### src/rtl/hostport_pkg.sv
package hostport_pkg;
  // ---------------------------------------------------------------
  // Widths and constants
  // ---------------------------------------------------------------
  localparam int unsigned DATA_W = 16;
  localparam int unsigned ADDR_W = 24;
  localparam int unsigned REG_AW = 8; // Register address width
  localparam logic [15:0] DATA_RST = 16'h0000; // Output data after reset
  localparam logic [23:0] ADDR_RST = 24'h000000; // Output address after reset
  // Synced control pins after reset: deselected, strobes inactive
  localparam logic [7:0] PIN_IDLE = 8'h9e;
  localparam logic [3:0] LANE_IDLE = 4'hf; // Lane pins after reset, inactive

  // Bus styles selected by the static style pin
  typedef enum logic {
    STYLE_SEP_STROBE = 1'b0, // Separate read and write strobes
    STYLE_DATA_STROBE = 1'b1 // Data strobe with read/write line
  } bus_style_t;

  // Slave access request to the register file
  typedef struct packed {
    logic rd;              // One-cycle read pulse
    logic wr;              // One-cycle write pulse
    logic [7:0] addr;      // Byte address of the access
    logic lane_lo;         // Low byte lane active
    logic lane_hi;         // High byte lane active
    logic [15:0] wdata;    // Write data
  } reg_req_t;

  // Master address request from the DMA engine
  typedef struct packed {
    logic own;             // DMA owns the bus
    logic drive;           // Address phase active
    logic [23:0] addr;     // Destination address
    logic lane_lo;         // Low byte lane used
    logic lane_hi;         // High byte lane used
  } dma_req_t;
endpackage : hostport_pkg

### src/rtl/demux_host_bus_port.sv
`timescale 1ns/1ps
// How it works
// - Drive data lines only when supplying data
// - Decode host address to pick register
// - Drive DMA destination address when granted
// - Address outputs released unless driving address
// - Lowest address pin is address bit zero on the narrow bus only
// - Low byte enable marks low lane transfer
// - Upper strobe active low, released when idle
// - No interrupt acknowledge cycles supported
// - No multiplexed address/data bus
// - High byte enable marks high lane transfer
module demux_host_bus_port import hostport_pkg::*; (
  input wire logic mclk,
  input wire logic rst_n,
  input wire logic clk_en,
  // Host-side pins
  input wire logic chip_sel_n,
  input wire logic bus_style_select,
  input wire logic bus_width,
  input wire logic rd_n_in,
  input wire logic wr_n_in,
  input wire logic rw_in,
  input wire logic ds_n_in,
  input wire logic [23:0] addr_in,
  input wire logic lowest_address_line,
  input wire logic low_byte_enable,
  input wire logic high_byte_enable,
  input wire logic upper_byte_strobe,
  input wire logic lower_byte_strobe,
  input wire logic [15:0] data_in,
  output logic [15:0] data_out,
  output logic [15:0] data_oe,
  output logic [23:0] addr_out,
  output logic addr_oe,
  output logic upper_strobe_out,
  output logic upper_strobe_oe,
  // Register file side
  output reg_req_t reg_req,
  input wire logic [15:0] reg_rdata,
  // DMA side
  input wire dma_req_t dma_req
);
  // ---------------------------------------------------------------
  // Pin synchronisers
  // ---------------------------------------------------------------
  localparam int unsigned SW = 8 + 24 + 16;
  logic [SW-1:0] s1_r, s2_r; // First stage read only by second
  logic [SW-1:0] pins;
  assign pins = {chip_sel_n, bus_style_select, bus_width, rd_n_in,
                 wr_n_in, rw_in, ds_n_in, lowest_address_line,
                 addr_in, data_in};

  // Two-flop capture of every asynchronous pin
  always_ff @(posedge mclk or negedge rst_n) begin
    if (!rst_n) begin
      // Idle pin levels, else a false strobe would follow reset
      s1_r <= {PIN_IDLE, ADDR_RST, DATA_RST};
      s2_r <= {PIN_IDLE, ADDR_RST, DATA_RST};
    end else if (clk_en) begin
      s1_r <= pins;
      s2_r <= s1_r;
    end
  end

  logic [3:0] lane_s1_r, lane_s2_r; // Lane pins, same treatment
  always_ff @(posedge mclk or negedge rst_n) begin
    if (!rst_n) begin
      lane_s1_r <= LANE_IDLE;
      lane_s2_r <= LANE_IDLE;
    end else if (clk_en) begin
      lane_s1_r <= {low_byte_enable, high_byte_enable,
                    lower_byte_strobe, upper_byte_strobe};
      lane_s2_r <= lane_s1_r;
    end
  end

  // Unpacked synchronised views
  logic cs_n_s, style_s, width_s, rd_n_s, wr_n_s, rw_s, ds_n_s, a0_s;
  logic [23:0] addr_s;
  logic [15:0] din_s;
  logic ble_n_s, bhe_n_s, lds_n_s, uds_n_s;
  assign {cs_n_s, style_s, width_s, rd_n_s, wr_n_s, rw_s, ds_n_s, a0_s,
          addr_s, din_s} = s2_r;
  assign {ble_n_s, bhe_n_s, lds_n_s, uds_n_s} = lane_s2_r;

  // ---------------------------------------------------------------
  // Access decode
  // ---------------------------------------------------------------
  logic sel, rd_act, wr_act, lane_lo, lane_hi, bit0;
  always_comb begin
    sel = !cs_n_s;
    // strobe style from static pin, no address latch
    if (bus_style_t'(style_s) == STYLE_DATA_STROBE) begin
      rd_act = sel && rw_s && (!ds_n_s || !lds_n_s || !uds_n_s);
      wr_act = sel && !rw_s && (!ds_n_s || !lds_n_s || !uds_n_s);
    end else begin
      rd_act = sel && !rd_n_s;
      wr_act = sel && !wr_n_s;
    end
    // width pin picks byte or word path
    if (!width_s) begin
      // lowest pin is address bit zero; one lane used
      bit0 = a0_s;
      lane_lo = 1'b1;
      lane_hi = 1'b0;
    end else if (bus_style_t'(style_s) == STYLE_DATA_STROBE) begin
      // strobes active low set the access type
      lane_lo = !lds_n_s;
      lane_hi = !uds_n_s;
      bit0 = lane_hi && !lane_lo;
    end else begin
      lane_lo = !ble_n_s;
      lane_hi = !bhe_n_s;
      bit0 = lane_hi && !lane_lo;
    end
  end

  // ---------------------------------------------------------------
  // Access state: pulse once per strobe
  // ---------------------------------------------------------------
  logic rd_seen_r, rd_seen_nxt, wr_seen_r, wr_seen_nxt;
  reg_req_t req_r, req_nxt;
  logic [15:0] dout_r, dout_nxt;
  logic [15:0] doe_r, doe_nxt;

  // Next-state for the slave path
  always_comb begin
    rd_seen_nxt = rd_act;
    wr_seen_nxt = wr_act;
    req_nxt = '0;
    // decoded address goes to the register file
    req_nxt.addr = {addr_s[7:1], bit0};
    req_nxt.lane_lo = lane_lo;
    req_nxt.lane_hi = lane_hi;
    // Narrow bus: byte rides on low data pins
    req_nxt.wdata = width_s ? din_s : {din_s[7:0], din_s[7:0]};
    req_nxt.rd = rd_act && !rd_seen_r;
    req_nxt.wr = wr_act && !wr_seen_r;
    dout_nxt = dout_r;
    doe_nxt = '0;
    // no acknowledge cycle: only plain reads drive data
    if (rd_act && !dma_req.own) begin
      // drive only the lanes that supply data
      if (!width_s) begin
        dout_nxt = {8'h00, a0_s ? reg_rdata[15:8] : reg_rdata[7:0]};
        doe_nxt = 16'h00ff;
      end else begin
        dout_nxt = reg_rdata;
        doe_nxt = {{8{lane_hi}}, {8{lane_lo}}};
      end
    end
  end

  // Slave path registers
  always_ff @(posedge mclk or negedge rst_n) begin
    if (!rst_n) begin
      rd_seen_r <= 1'b0;
      wr_seen_r <= 1'b0;
      req_r <= '0;
      dout_r <= DATA_RST;
      doe_r <= '0;
    end else if (clk_en) begin
      rd_seen_r <= rd_seen_nxt;
      wr_seen_r <= wr_seen_nxt;
      req_r <= req_nxt;
      dout_r <= dout_nxt;
      doe_r <= doe_nxt;
    end
  end

  // ---------------------------------------------------------------
  // Master address path
  // ---------------------------------------------------------------
  logic [23:0] aout_r, aout_nxt;
  logic aoe_r, aoe_nxt, uoe_r, uoe_nxt, uout_r, uout_nxt;

  // Address, plus the upper strobe on the wide data-strobe bus only, while the DMA engine owns the bus and drives an address phase
  always_comb begin
    aout_nxt = aout_r;
    aoe_nxt = 1'b0; // released when not mastering
    uoe_nxt = 1'b0; // released when idle
    uout_nxt = 1'b1;
    if (dma_req.own && dma_req.drive) begin
      aout_nxt = dma_req.addr;
      aoe_nxt = 1'b1;
      if (width_s && style_s) begin
        uoe_nxt = 1'b1;
        uout_nxt = !dma_req.lane_hi;
      end
    end
  end

  // Master path registers
  always_ff @(posedge mclk or negedge rst_n) begin
    if (!rst_n) begin
      aout_r <= ADDR_RST;
      aoe_r <= 1'b0;
      uoe_r <= 1'b0;
      uout_r <= 1'b1;
    end else if (clk_en) begin
      aout_r <= aout_nxt;
      aoe_r <= aoe_nxt;
      uoe_r <= uoe_nxt;
      uout_r <= uout_nxt;
    end
  end

  assign reg_req = req_r;
  assign data_out = dout_r;
  assign data_oe = doe_r;
  assign addr_out = aout_r;
  assign addr_oe = aoe_r;
  assign upper_strobe_out = uout_r;
  assign upper_strobe_oe = uoe_r;
endmodule : demux_host_bus_port

### config.mk
export PLATFORM = sky130hd
export DESIGN_NAME = demux_host_bus_port
export DESIGN_NICKNAME = d
export VERILOG_FILES = /design/src/rtl/hostport_pkg.sv /design/src/rtl/demux_host_bus_port.sv
export SDC_FILE = /design/constraint.sdc
export NUM_CORES = 1
export LEC_CHECK = 0
export BUFFER_PORTS_ARGS = -buffer_cell sky130_fd_sc_hd__buf_2
export CORE_MARGIN = 2
export CORE_UTILIZATION = 57
export CTS_BUF_LIST = sky130_fd_sc_hd__clkbuf_8
export DETAILED_ROUTE_END_ITERATION = 8
export PLACE_DENSITY = 0.88
export SYNTH_ARGS = -nofsm -noshare
export SYNTH_HDL_FRONTEND = slang
export SYNTH_SLANG_ARGS = --single-unit
### constraint.sdc
create_clock -name mclk -period 3.3 [get_ports mclk]
set_input_delay 0.33 -clock mclk [delete_from_list [all_inputs] [get_ports mclk]]
set_output_delay 0.33 -clock mclk [all_outputs]
set_load 0.005 [all_outputs]
### Word-level counts from Yosys, hierarchy flattened

Cells that the tools add are included.

| word-level totals | value |
|---|---|
| output and inout bits | 87 |
| logic and storage cells | 66 |
| bits of input ports | 99 |
| register bits after elaboration | 193 |

| operators by class | value |
|---|---|
| muxes and demuxes | 18 |
| reductions and logical operators | 30 |

Operators by type and width:

| kind | number |
|---|---|
| $mux 16 | 4 |
| $logic_and 1x1->1 | 13 |
| $logic_not 1->1 | 13 |
| $mux 1 | 13 |
| $mux 8 | 1 |
| $reduce_and 2->1 | 2 |
| $logic_or 1x1->1 | 2 |

### Logic depth before layout (Yosys ltp)

Gate-level depths: netlist of run 1.

| logic depth | value |
|---|---|
| word-level depth | 7 |
| gate-level depth with buffers | 7 |
| mapped depth without buffers | 4 |

### Least setup slack after synthesis of run 1

OpenSTA, ideal clock, no wires.

| timing path | value |
|---|---|
| kind | register to register |
| start | register s2_r[46] |
| end | register dout_r[6] (netlist: data_out[6]) |
| arrival | 1.677 ns |
| buffers on the path | 3 |
| slack | 1.498 ns |
| cell stages (with the launch flop) | 8 |
| library setup time | 0.125 ns |
| data required time | 3.175 ns |
| period minus slack after synthesis | 1.802 ns |
| cell sequence | dfrtp_1 buf_6 inv_2 a21o_1 or4b_1 buf_6 buf_12 mux2_4 |

| between the ends | value |
|---|---|
| word-level cells in the longest chain between the ends | 3 |

Ends and longest elaborated chain:

| what | RTL line | text |
|---|---|---|
| start: declaration | demux_host_bus_port.sv:48 | `logic [SW-1:0] s1_r, s2_r;` |
| start signal: assignment | demux_host_bus_port.sv:59 | `s2_r <= {PIN_IDLE, ADDR_RST, DATA_RST};` |
| start signal: assignment | demux_host_bus_port.sv:62 | `s2_r <= s1_r;` |
| $mux 1 | demux_host_bus_port.sv:94 | `if (bus_style_t'(style_s) == STYLE_DATA_STROBE) begin` |
| $logic_and 1x1->1 | demux_host_bus_port.sv:143 | `if (rd_act && !dma_req.own) begin` |
| $reduce_and 2->1 (no source line) | - |  |
| end signal: assignment | demux_host_bus_port.sv:167 | `dout_r <= dout_nxt;` |
| end: declaration | demux_host_bus_port.sv:124 | `logic [15:0] dout_r, dout_nxt;` |

Every way passes these cells.
A chain may end at the register's enable or synchronous reset.

### Worst setup path in the final report of run 1

| timing path | value |
|---|---|
| start | register lane_s2_r[0] |
| end | register dout_r[5] (netlist: data_out[5]) |

| between the ends | value |
|---|---|
| word-level cells in the longest chain between the ends | 6 |

Ends and longest elaborated chain:

| what | RTL line | text |
|---|---|---|
| start: declaration | demux_host_bus_port.sv:66 | `logic [3:0] lane_s1_r, lane_s2_r;` |
| start signal: assignment | demux_host_bus_port.sv:74 | `lane_s2_r <= lane_s1_r;` |
| $logic_not 1->1 | demux_host_bus_port.sv:95 | `rd_act = sel && rw_s && (!ds_n_s \|\| !lds_n_s \|\| !uds_n_s);` |
| $logic_or 1x1->1 | demux_host_bus_port.sv:95 |  |
| $logic_and 1x1->1 | demux_host_bus_port.sv:95 |  |
| $mux 1 | demux_host_bus_port.sv:94 |  |
| $logic_and 1x1->1 | demux_host_bus_port.sv:143 |  |
| $reduce_and 2->1 (no source line) | - |  |

Every way passes these cells.

==> results of run 1 <==
synthesized netlist by cell type:
cell,count
a21bo_2,1
a21o_1,1
a21oi_1,10
a31oi_1,1
buf_1,1
buf_12,1
buf_4,14
buf_6,2
clkbuf_1,17
dfrtp_1,126
dfstp_2,19
inv_1,16
inv_2,1
mux2_2,125
mux2_4,2
mux2i_1,17
nand2_1,13
nand2b_1,2
nand3_1,3
nor2_1,13
nor3_1,2
o211ai_1,1
o21ai_0,6
o221ai_1,1
o22ai_1,3
or3_1,1
or4b_1,1
repair_timing:
item / 4_1_cts / 5_1_grt
endpoints found under the hold margin: 74 / 0
buffers inserted: 0 / 0
hold buffers: 1 / 0
power by group through the flow:
| stage | Combinational (mW) | Sequential [mW] | Clock (mW) |
|---|---|---|---|
| final | 0.828 | 2.30 | 1.34 |
| after global routing | 0.916 | 2.34 | 1.46 |
| after CTS | 0.845 | 2.30 | 1.37 |
| after detailed placement | 0.841 | 2.33 | 0 |
| after global placement | 0.808 | 2.30 | 0 |
| after floorplan | 0.448 | 2.32 | 0 |
area by class of cell:
class                           count  area, sq um  share of cell area
Clock buffer                       20          275              0.0389
Clock inverter                     11          114              0.0161
Inverter                           17         63.8             0.00903
Multi-Input combinational cell    203         1900               0.268
Sequential cell                   145         3650               0.517
Tap cell                          133          166              0.0235
Timing Repair Buffer              174          900               0.127
path summary, 6_finish.rpt:
path | startpoint | endpoint | depth (start not counted)
setup / recovery | lane_s2_r[0]$_DFFE_PN1P_ | data_out[5]$_DFFE_PN0P_ | 4
hold / removal | dma_req[0] | upper_strobe_out$_DFFE_PN1P_ | 2
setup reg to reg | lane_s2_r[0]$_DFFE_PN1P_ | data_out[5]$_DFFE_PN0P_ | 4
hold reg to reg | upper_strobe_out$_DFFE_PN1P_ | upper_strobe_out$_DFFE_PN1P_ | 2
max in group asynchronous | rst_n | s2_r[42]$_DFFE_PN1P_ | 3
min in group asynchronous | rst_n | addr_out[9]$_DFFE_PN0P_ | 2
worst max-delay path: cells and delay by family (launching register included):
| family | cells | cell delay [ns] |
|---|---|---|
| AND/OR/NAND/NOR | 2 | 0.83 |
| flip-flops | 1 | 0.57 |
| multiplexers | 1 | 0.41 |
| AO/OA/AOI/OAI | 1 | 0.33 |
stage by stage:
stage / setup WS, ns / area [sq um] / total power, mW
finish: 1.04 / 7070 / 4.46
global route: 0.888 / 7070 / 4.71
CTS: 1.03 / 7070 / 4.52
detailed placement: 0.791 / 6670 / 3.17
global placement: 0.896 / 6670 / 3.11
floorplan: 1.50 / 5830 / 2.77
sequential cells by signal (all words and copies together) (netlist names), 2 cells and up:
name and cells:
reg_req 28, data_out 16, lane_s1_r 4, data_oe 2
s2_r 31, s1_r 31, addr_out 24, lane_s2_r 4
routing by layer:
metal  global-route usage  share of wire  routed length (um)  up-vias
li1                     -              -                   -     1687
met2                0.353           0.51                5570      122
met4               0.0695         0.0086                  95        0
met3               0.0774          0.074                 819       10
met1                0.256           0.41                4520     1779
met5                    0              0                   0        -
kinds of logic after synthesis:
logic type	count (synthesis)	share of synthesized area
AOI/OAI and AO/OA	24	0.0238
DFF	145	0.627
muxes	144	0.276
buffers and inverters	52	0.0479
and+or+nand+nor	35	0.0260
==> results by group, run 1 <==
Detailed routing
  • Routed wire length: 11000 um
  • Vias: about 3600
  • DRC Markers: 0
  • Pre-antenna DRT Iters: 4
  • Post-DR wirelength/cell: 15.7 um
  • Post-DR vias/cell: about 5
  • Count of antenna-violating nets left after detailed routing: 0
  • DR iter-0 viols: 152

Floorplan
  • Std cell rows: 36
  • I/O pins: 186
  • Initial Util: 0.591
  • Core Area: 9860 sq um
  • Die H: approximately 110 um
  • DIE WIDTH: approximately 110 um
  • Die ar.: ~11000 sq um

Run status
  • Outcome: completed

Place
  • GP Congestion: 0.745
  • Final HPWL DP: between 7000 and 8000 um
  • Inst Count DP: between 600 and 700
  • Port bufs: about 170

CTS
  • Clock net sink count: around 150
  • H-tree level count: 4
  • Clock tree buffer depth: 2
  • Worst skew pair latency: around 0.43 ns
  • CTS Buf Count: 17
  • Clock transition at path regs: about 0.070 ns
  • Root buffer cell: clkbuf_8
  • TritonCTS clock tree: yes
  • Post-cts resize count: 0

Finish
  • Commonest non-fill, non-tap cell in the layout: buf_2
  • Non-Filler Instances: roughly 700
  • Final #Nets: approximately 660
  • FILL cells: between 600 and 700
  • Antenna fix cells: 0
  • Area Growth Syn to Fin: 21.3%
  • Most frequent cells in the layout: buf_2 (165), dfrtp_1 (126), mux2_2 (125)
  • Layout cell share with drive strength beyond 1: 0.616
  • Core Util, Final: 0.717

Timing
  • Fin crit share: 0.685
  • Hold_ws: between 0.04 and 0.05 ns
  • Max-slew headroom: 0.216
  • Least-Margin Pin Slew: 1.17 ns
  • RSZ-0062 raised after global routing: false
  • Worst Clk Skew: about 0.0097 ns
  • Total negative setup slack: 0 ns
  • Max Freq: about 0.44 GHz
  • Final min period: roughly 2.3 ns
  • Final setup fails: 0
  • Max Slew Vio Count: 0
  • Final hold vios: 0

Yosys
  • Ranking of synthesized cells by area: dfrtp_1 (54%), mux2_2 (24%), dfstp_2 (8.6%)
  • #FFs+latches synth: between 100 and 150
  • Syn_nets: 499
  • Synthesized area: ~5800 sq um
  • Synth unique cells: 27
  • Ys Warns: 0
  • Synth area leader: dfrtp_1
  • Mapped Cells: 400
  • Yosys top cell area share: 0.541
  • Avg Inst Size Synth: around 15 sq um
  • Sequential area share after synthesis: 0.627

Power and ir drop
  • Internal: between 3 and 4 mW
  • Sw frac: 0.256
  • Reg power frac: 0.515
  • P_sw: around 1.1 mW
  • Logic pwr share: 0.186
  • Clock share of power: 0.299
  • Worst vdd ir: approximately 0.36 mV
  • LEAKAGE: ~3.4 nW
  • Power per cell area: 631 nW/um^2

Setup path
  • Worst R2R Setup Slack: about 1.0 ns
  • Worst Setup End Kind: register
  • Worst path slowest cell: or4b_1
  • Crit Path Class: reg -> reg
  • Worst path arrival time: about 2.6 ns
  • CP max stage delay: 0.71 ns
  • Crit Path Max Fanout: 16
  • Critical Path, Cell by Cell: nand3_1, a21oi_1, or4b_1, mux2_2
  • Required time worst endpoint: roughly 3.6 ns
  • Startpoint Class: register

GRT
  • Vias in the first global route: 3787
  • GRT Total Usage: 0.212
  • Largest net degree at the start of global routing: between 80 and 90
  • First-pass GRT wire length: 18200 um
  • Gr ovfl total: 0
  • Antenna violations before repair: 0

Hold path
  • Worst min path class: in -> reg

Flow run
  • # Max-Cap Violations: 0
No activity file was read; power rests on OpenSTA's default activity.
==> inputs of run 2 (changes only) <==
--- a/config.mk
+++ b/config.mk
@@ -7,10 +7,10 @@
 export LEC_CHECK = 0
 export BUFFER_PORTS_ARGS = -buffer_cell sky130_fd_sc_hd__buf_2
 export CORE_MARGIN = 2
-export CORE_UTILIZATION = 57
+export CORE_UTILIZATION = 47
 export CTS_BUF_LIST = sky130_fd_sc_hd__clkbuf_8
 export DETAILED_ROUTE_END_ITERATION = 8
-export PLACE_DENSITY = 0.88
+export PLACE_DENSITY = 0.78
 export SYNTH_ARGS = -nofsm -noshare
 export SYNTH_HDL_FRONTEND = slang
 export SYNTH_SLANG_ARGS = --single-unit
==> constraint.sdc (replaced) <==
create_clock -name mclk -period 1.9 [get_ports mclk]
set_input_delay 0.19 -clock mclk [delete_from_list [all_inputs] [get_ports mclk]]
set_output_delay 0.19 -clock mclk [all_outputs]
set_load 0.005 [all_outputs]
==> results by group, run 2 (synthesis gave the netlist of run 1 again) <==
Run status
  • Outcome: completed

Finish
  • Multi-input logic area: 1900 sq um
  • Area Growth Syn to Fin: 34.3%
  • Most frequent cells in the layout: buf_2 (165), dfrtp_1 (126), mux2_2 (125)
  • Core Util, Final: 0.649
  • FF+latch area: around 3700 sq um
  • Commonest non-fill, non-tap cell in the layout: buf_2
  • Antenna fix cells: 0
  • FILL cells: 874
  • Final #Nets: 725
  • Layout cell share with drive strength beyond 1: 0.552

Power and ir drop
  • Reg power frac: 0.508
  • Clock share of power: 0.290
  • Power per cell area: a little over 1000 nW/um^2
  • Internal: roughly 6 mW
  • Worst vdd ir: approximately 0.56 mV
  • Logic pwr share: 0.201
  • LEAKAGE: 3.75 nW
  • Sw frac: 0.261
  • P_sw: 2.06 mW

Timing
  • Final setup fails: 0
  • Final min period: approximately 1.8 ns
  • Fin crit share: 0.957
  • Total negative setup slack: 0 ns
  • Final hold vios: 0
  • Worst Clk Skew: about 0.0095 ns
  • Max Freq: 0.550 GHz
  • Max Slew Vio Count: 0
  • RSZ-0062 raised after global routing: false
  • Least-Margin Pin Slew: 0.546 ns
  • Max-slew headroom: 0.636

CTS
  • Clock tree buffer depth: 2
  • Clock net sink count: between 100 and 150
  • Worst skew pair latency: around 0.43 ns
  • TritonCTS clock tree: yes
  • Root buffer cell: clkbuf_8
  • H-tree level count: 4
  • CTS Buf Count: 17
  • Clock transition at path regs: around 0.080 ns

Floorplan
  • DIE WIDTH: ~120 um
  • Initial Util: 0.483
  • I/O pins: 186
  • Std cell rows: 40
  • Die ar.: between 10000 and 15000 sq um
  • Core Area: about 12000 sq um
  • Die H: 115 um

GRT
  • GRT Total Usage: 0.188
  • Vias in the first global route: between 3000 and 4000
  • Antenna violations before repair: 0
  • Largest net degree at the start of global routing: approximately 110
  • Gr ovfl total: 0
  • First-pass GRT wire length: 19200 um

Setup path
  • Reg2reg end: data_out[3]$_DFFE_PN0P_
  • Worst Setup End Kind: register
  • Worst path arrival time: 2.13 ns
  • Startpoint Class: register
  • Crit Path Class: reg -> reg
  • Required time worst endpoint: 2.21 ns
  • Worst R2R Setup Slack: roughly 0.08 ns
  • Worst Setup EP: data_out[3]$_DFFE_PN0P_
  • Crit Path Max Fanout: 16
  • Worst reg2reg path startpoint: s2_r[42]$_DFFE_PN1P_
  • Worst setup path start: s2_r[42]$_DFFE_PN1P_
  • FF-to-FF path depth: 4

Detailed routing
  • Routed wire length: 12200 um
  • Post-DR wirelength/cell: about 15 um
  • Vias: just under 4000
  • Post-DR vias/cell: 4.77
  • Count of antenna-violating nets left after detailed routing: 0
  • DRC Markers: 0
  • DR iter-0 viols: 146
  • Pre-antenna DRT Iters: 5

Place
  • Port bufs: roughly 170
  • Final HPWL DP: roughly 7800 um
  • GP Congestion: about 0.77

Hold path
  • Worst min path class: in -> reg

Flow run
  • # Max-Cap Violations: 0
[run 2: cell types whose count changed in the layout (fill, tap and decap cells not counted), sizes merged]
cell,change
clkinvlp,-4
inv,+2
dlygate4sd3,+67
buf,+1
clkinv,+4
clkbuf,-1
[run 2: worst min-delay path by stage]
stage | from | to | slack [ns] | depth (start not counted)
after global placement | rst_n | data_oe[14]$_DFFE_PN0P_ | 0.16 | 1
after floorplan | rst_n | addr_oe$_DFFE_PN0P_ | -0.11 | 0
after global routing | reg_rdata[13] | data_out[13]$_DFFE_PN0P_ | 0.03 | 3
after detailed placement | rst_n | data_oe[14]$_DFFE_PN0P_ | 0.16 | 1
final | reg_rdata[13] | data_out[13]$_DFFE_PN0P_ | 0.04 | 3
after CTS | reg_rdata[13] | data_out[13]$_DFFE_PN0P_ | 0.006 | 3
[run 2: layout make-up]
| cell class | count | area share |
|---|---|---|
| clock buffers | 19 | 0.0334 |
| clock inverters | 13 | 0.0149 |
| inverters | 17 | 0.00815 |
| multi-input cells | 203 | 0.242 |
| flip-flops and latches | 145 | 0.466 |
| well taps | 168 | 0.0268 |
| repair buffers | 242 | 0.208 |
[run 2: metal layers]
layer | GRT usage | vias to the layer above | wire length [um] | part of all wire
met5 | 0 | - | 0 | 0
met4 | 0.0795 | 0 | 239 | 0.020
met3 | 0.0501 | 19 | 682 | 0.056
met2 | 0.334 | 130 | 6390 | 0.52
met1 | 0.214 | 1888 | 4870 | 0.40
li1 | - | 1815 | - | -
[run 2: metrics by stage]
stage	hold slack, ns	power (mW)	area, sq um	worst slack, ns	instances
floorplan	-0.106	4.81	5830	0.0980	400
global placement	0.158	5.44	6770	0.128	707
detailed placement	0.165	5.54	6770	0.0988	707
CTS	0.00642	7.96	7830	0.0792	807
global route	0.0281	8.33	7830	0.0170	807
finish	0.0374	7.89	7830	0.0818	807
[run 2: worst max-delay path, stage by stage, from the launching register on]
cell and delay [ns]:
dfstp_2 0.53, a21oi_1 0.10, or4b_1 0.57, buf_12 0.19
mux2_2 0.29
[run 2: power groups by stage]
stage               Sequential (mW)  Combinational (mW)  Clock, mW
finish                         4.01                1.59       2.29
global route                   4.08                1.75       2.49
CTS                            4.00                1.60       2.37
detailed placement             4.06                1.48          0
global placement               4.01                1.43          0
floorplan                      4.03               0.778          0
[run 2: timing repair]
action / 4_1_cts / 5_1_grt
gates resized for setup: 0 / 0
buffers inserted: 0 / 0
hold endpoints to repair: 104 / 0
hold buffers: 68 / 0
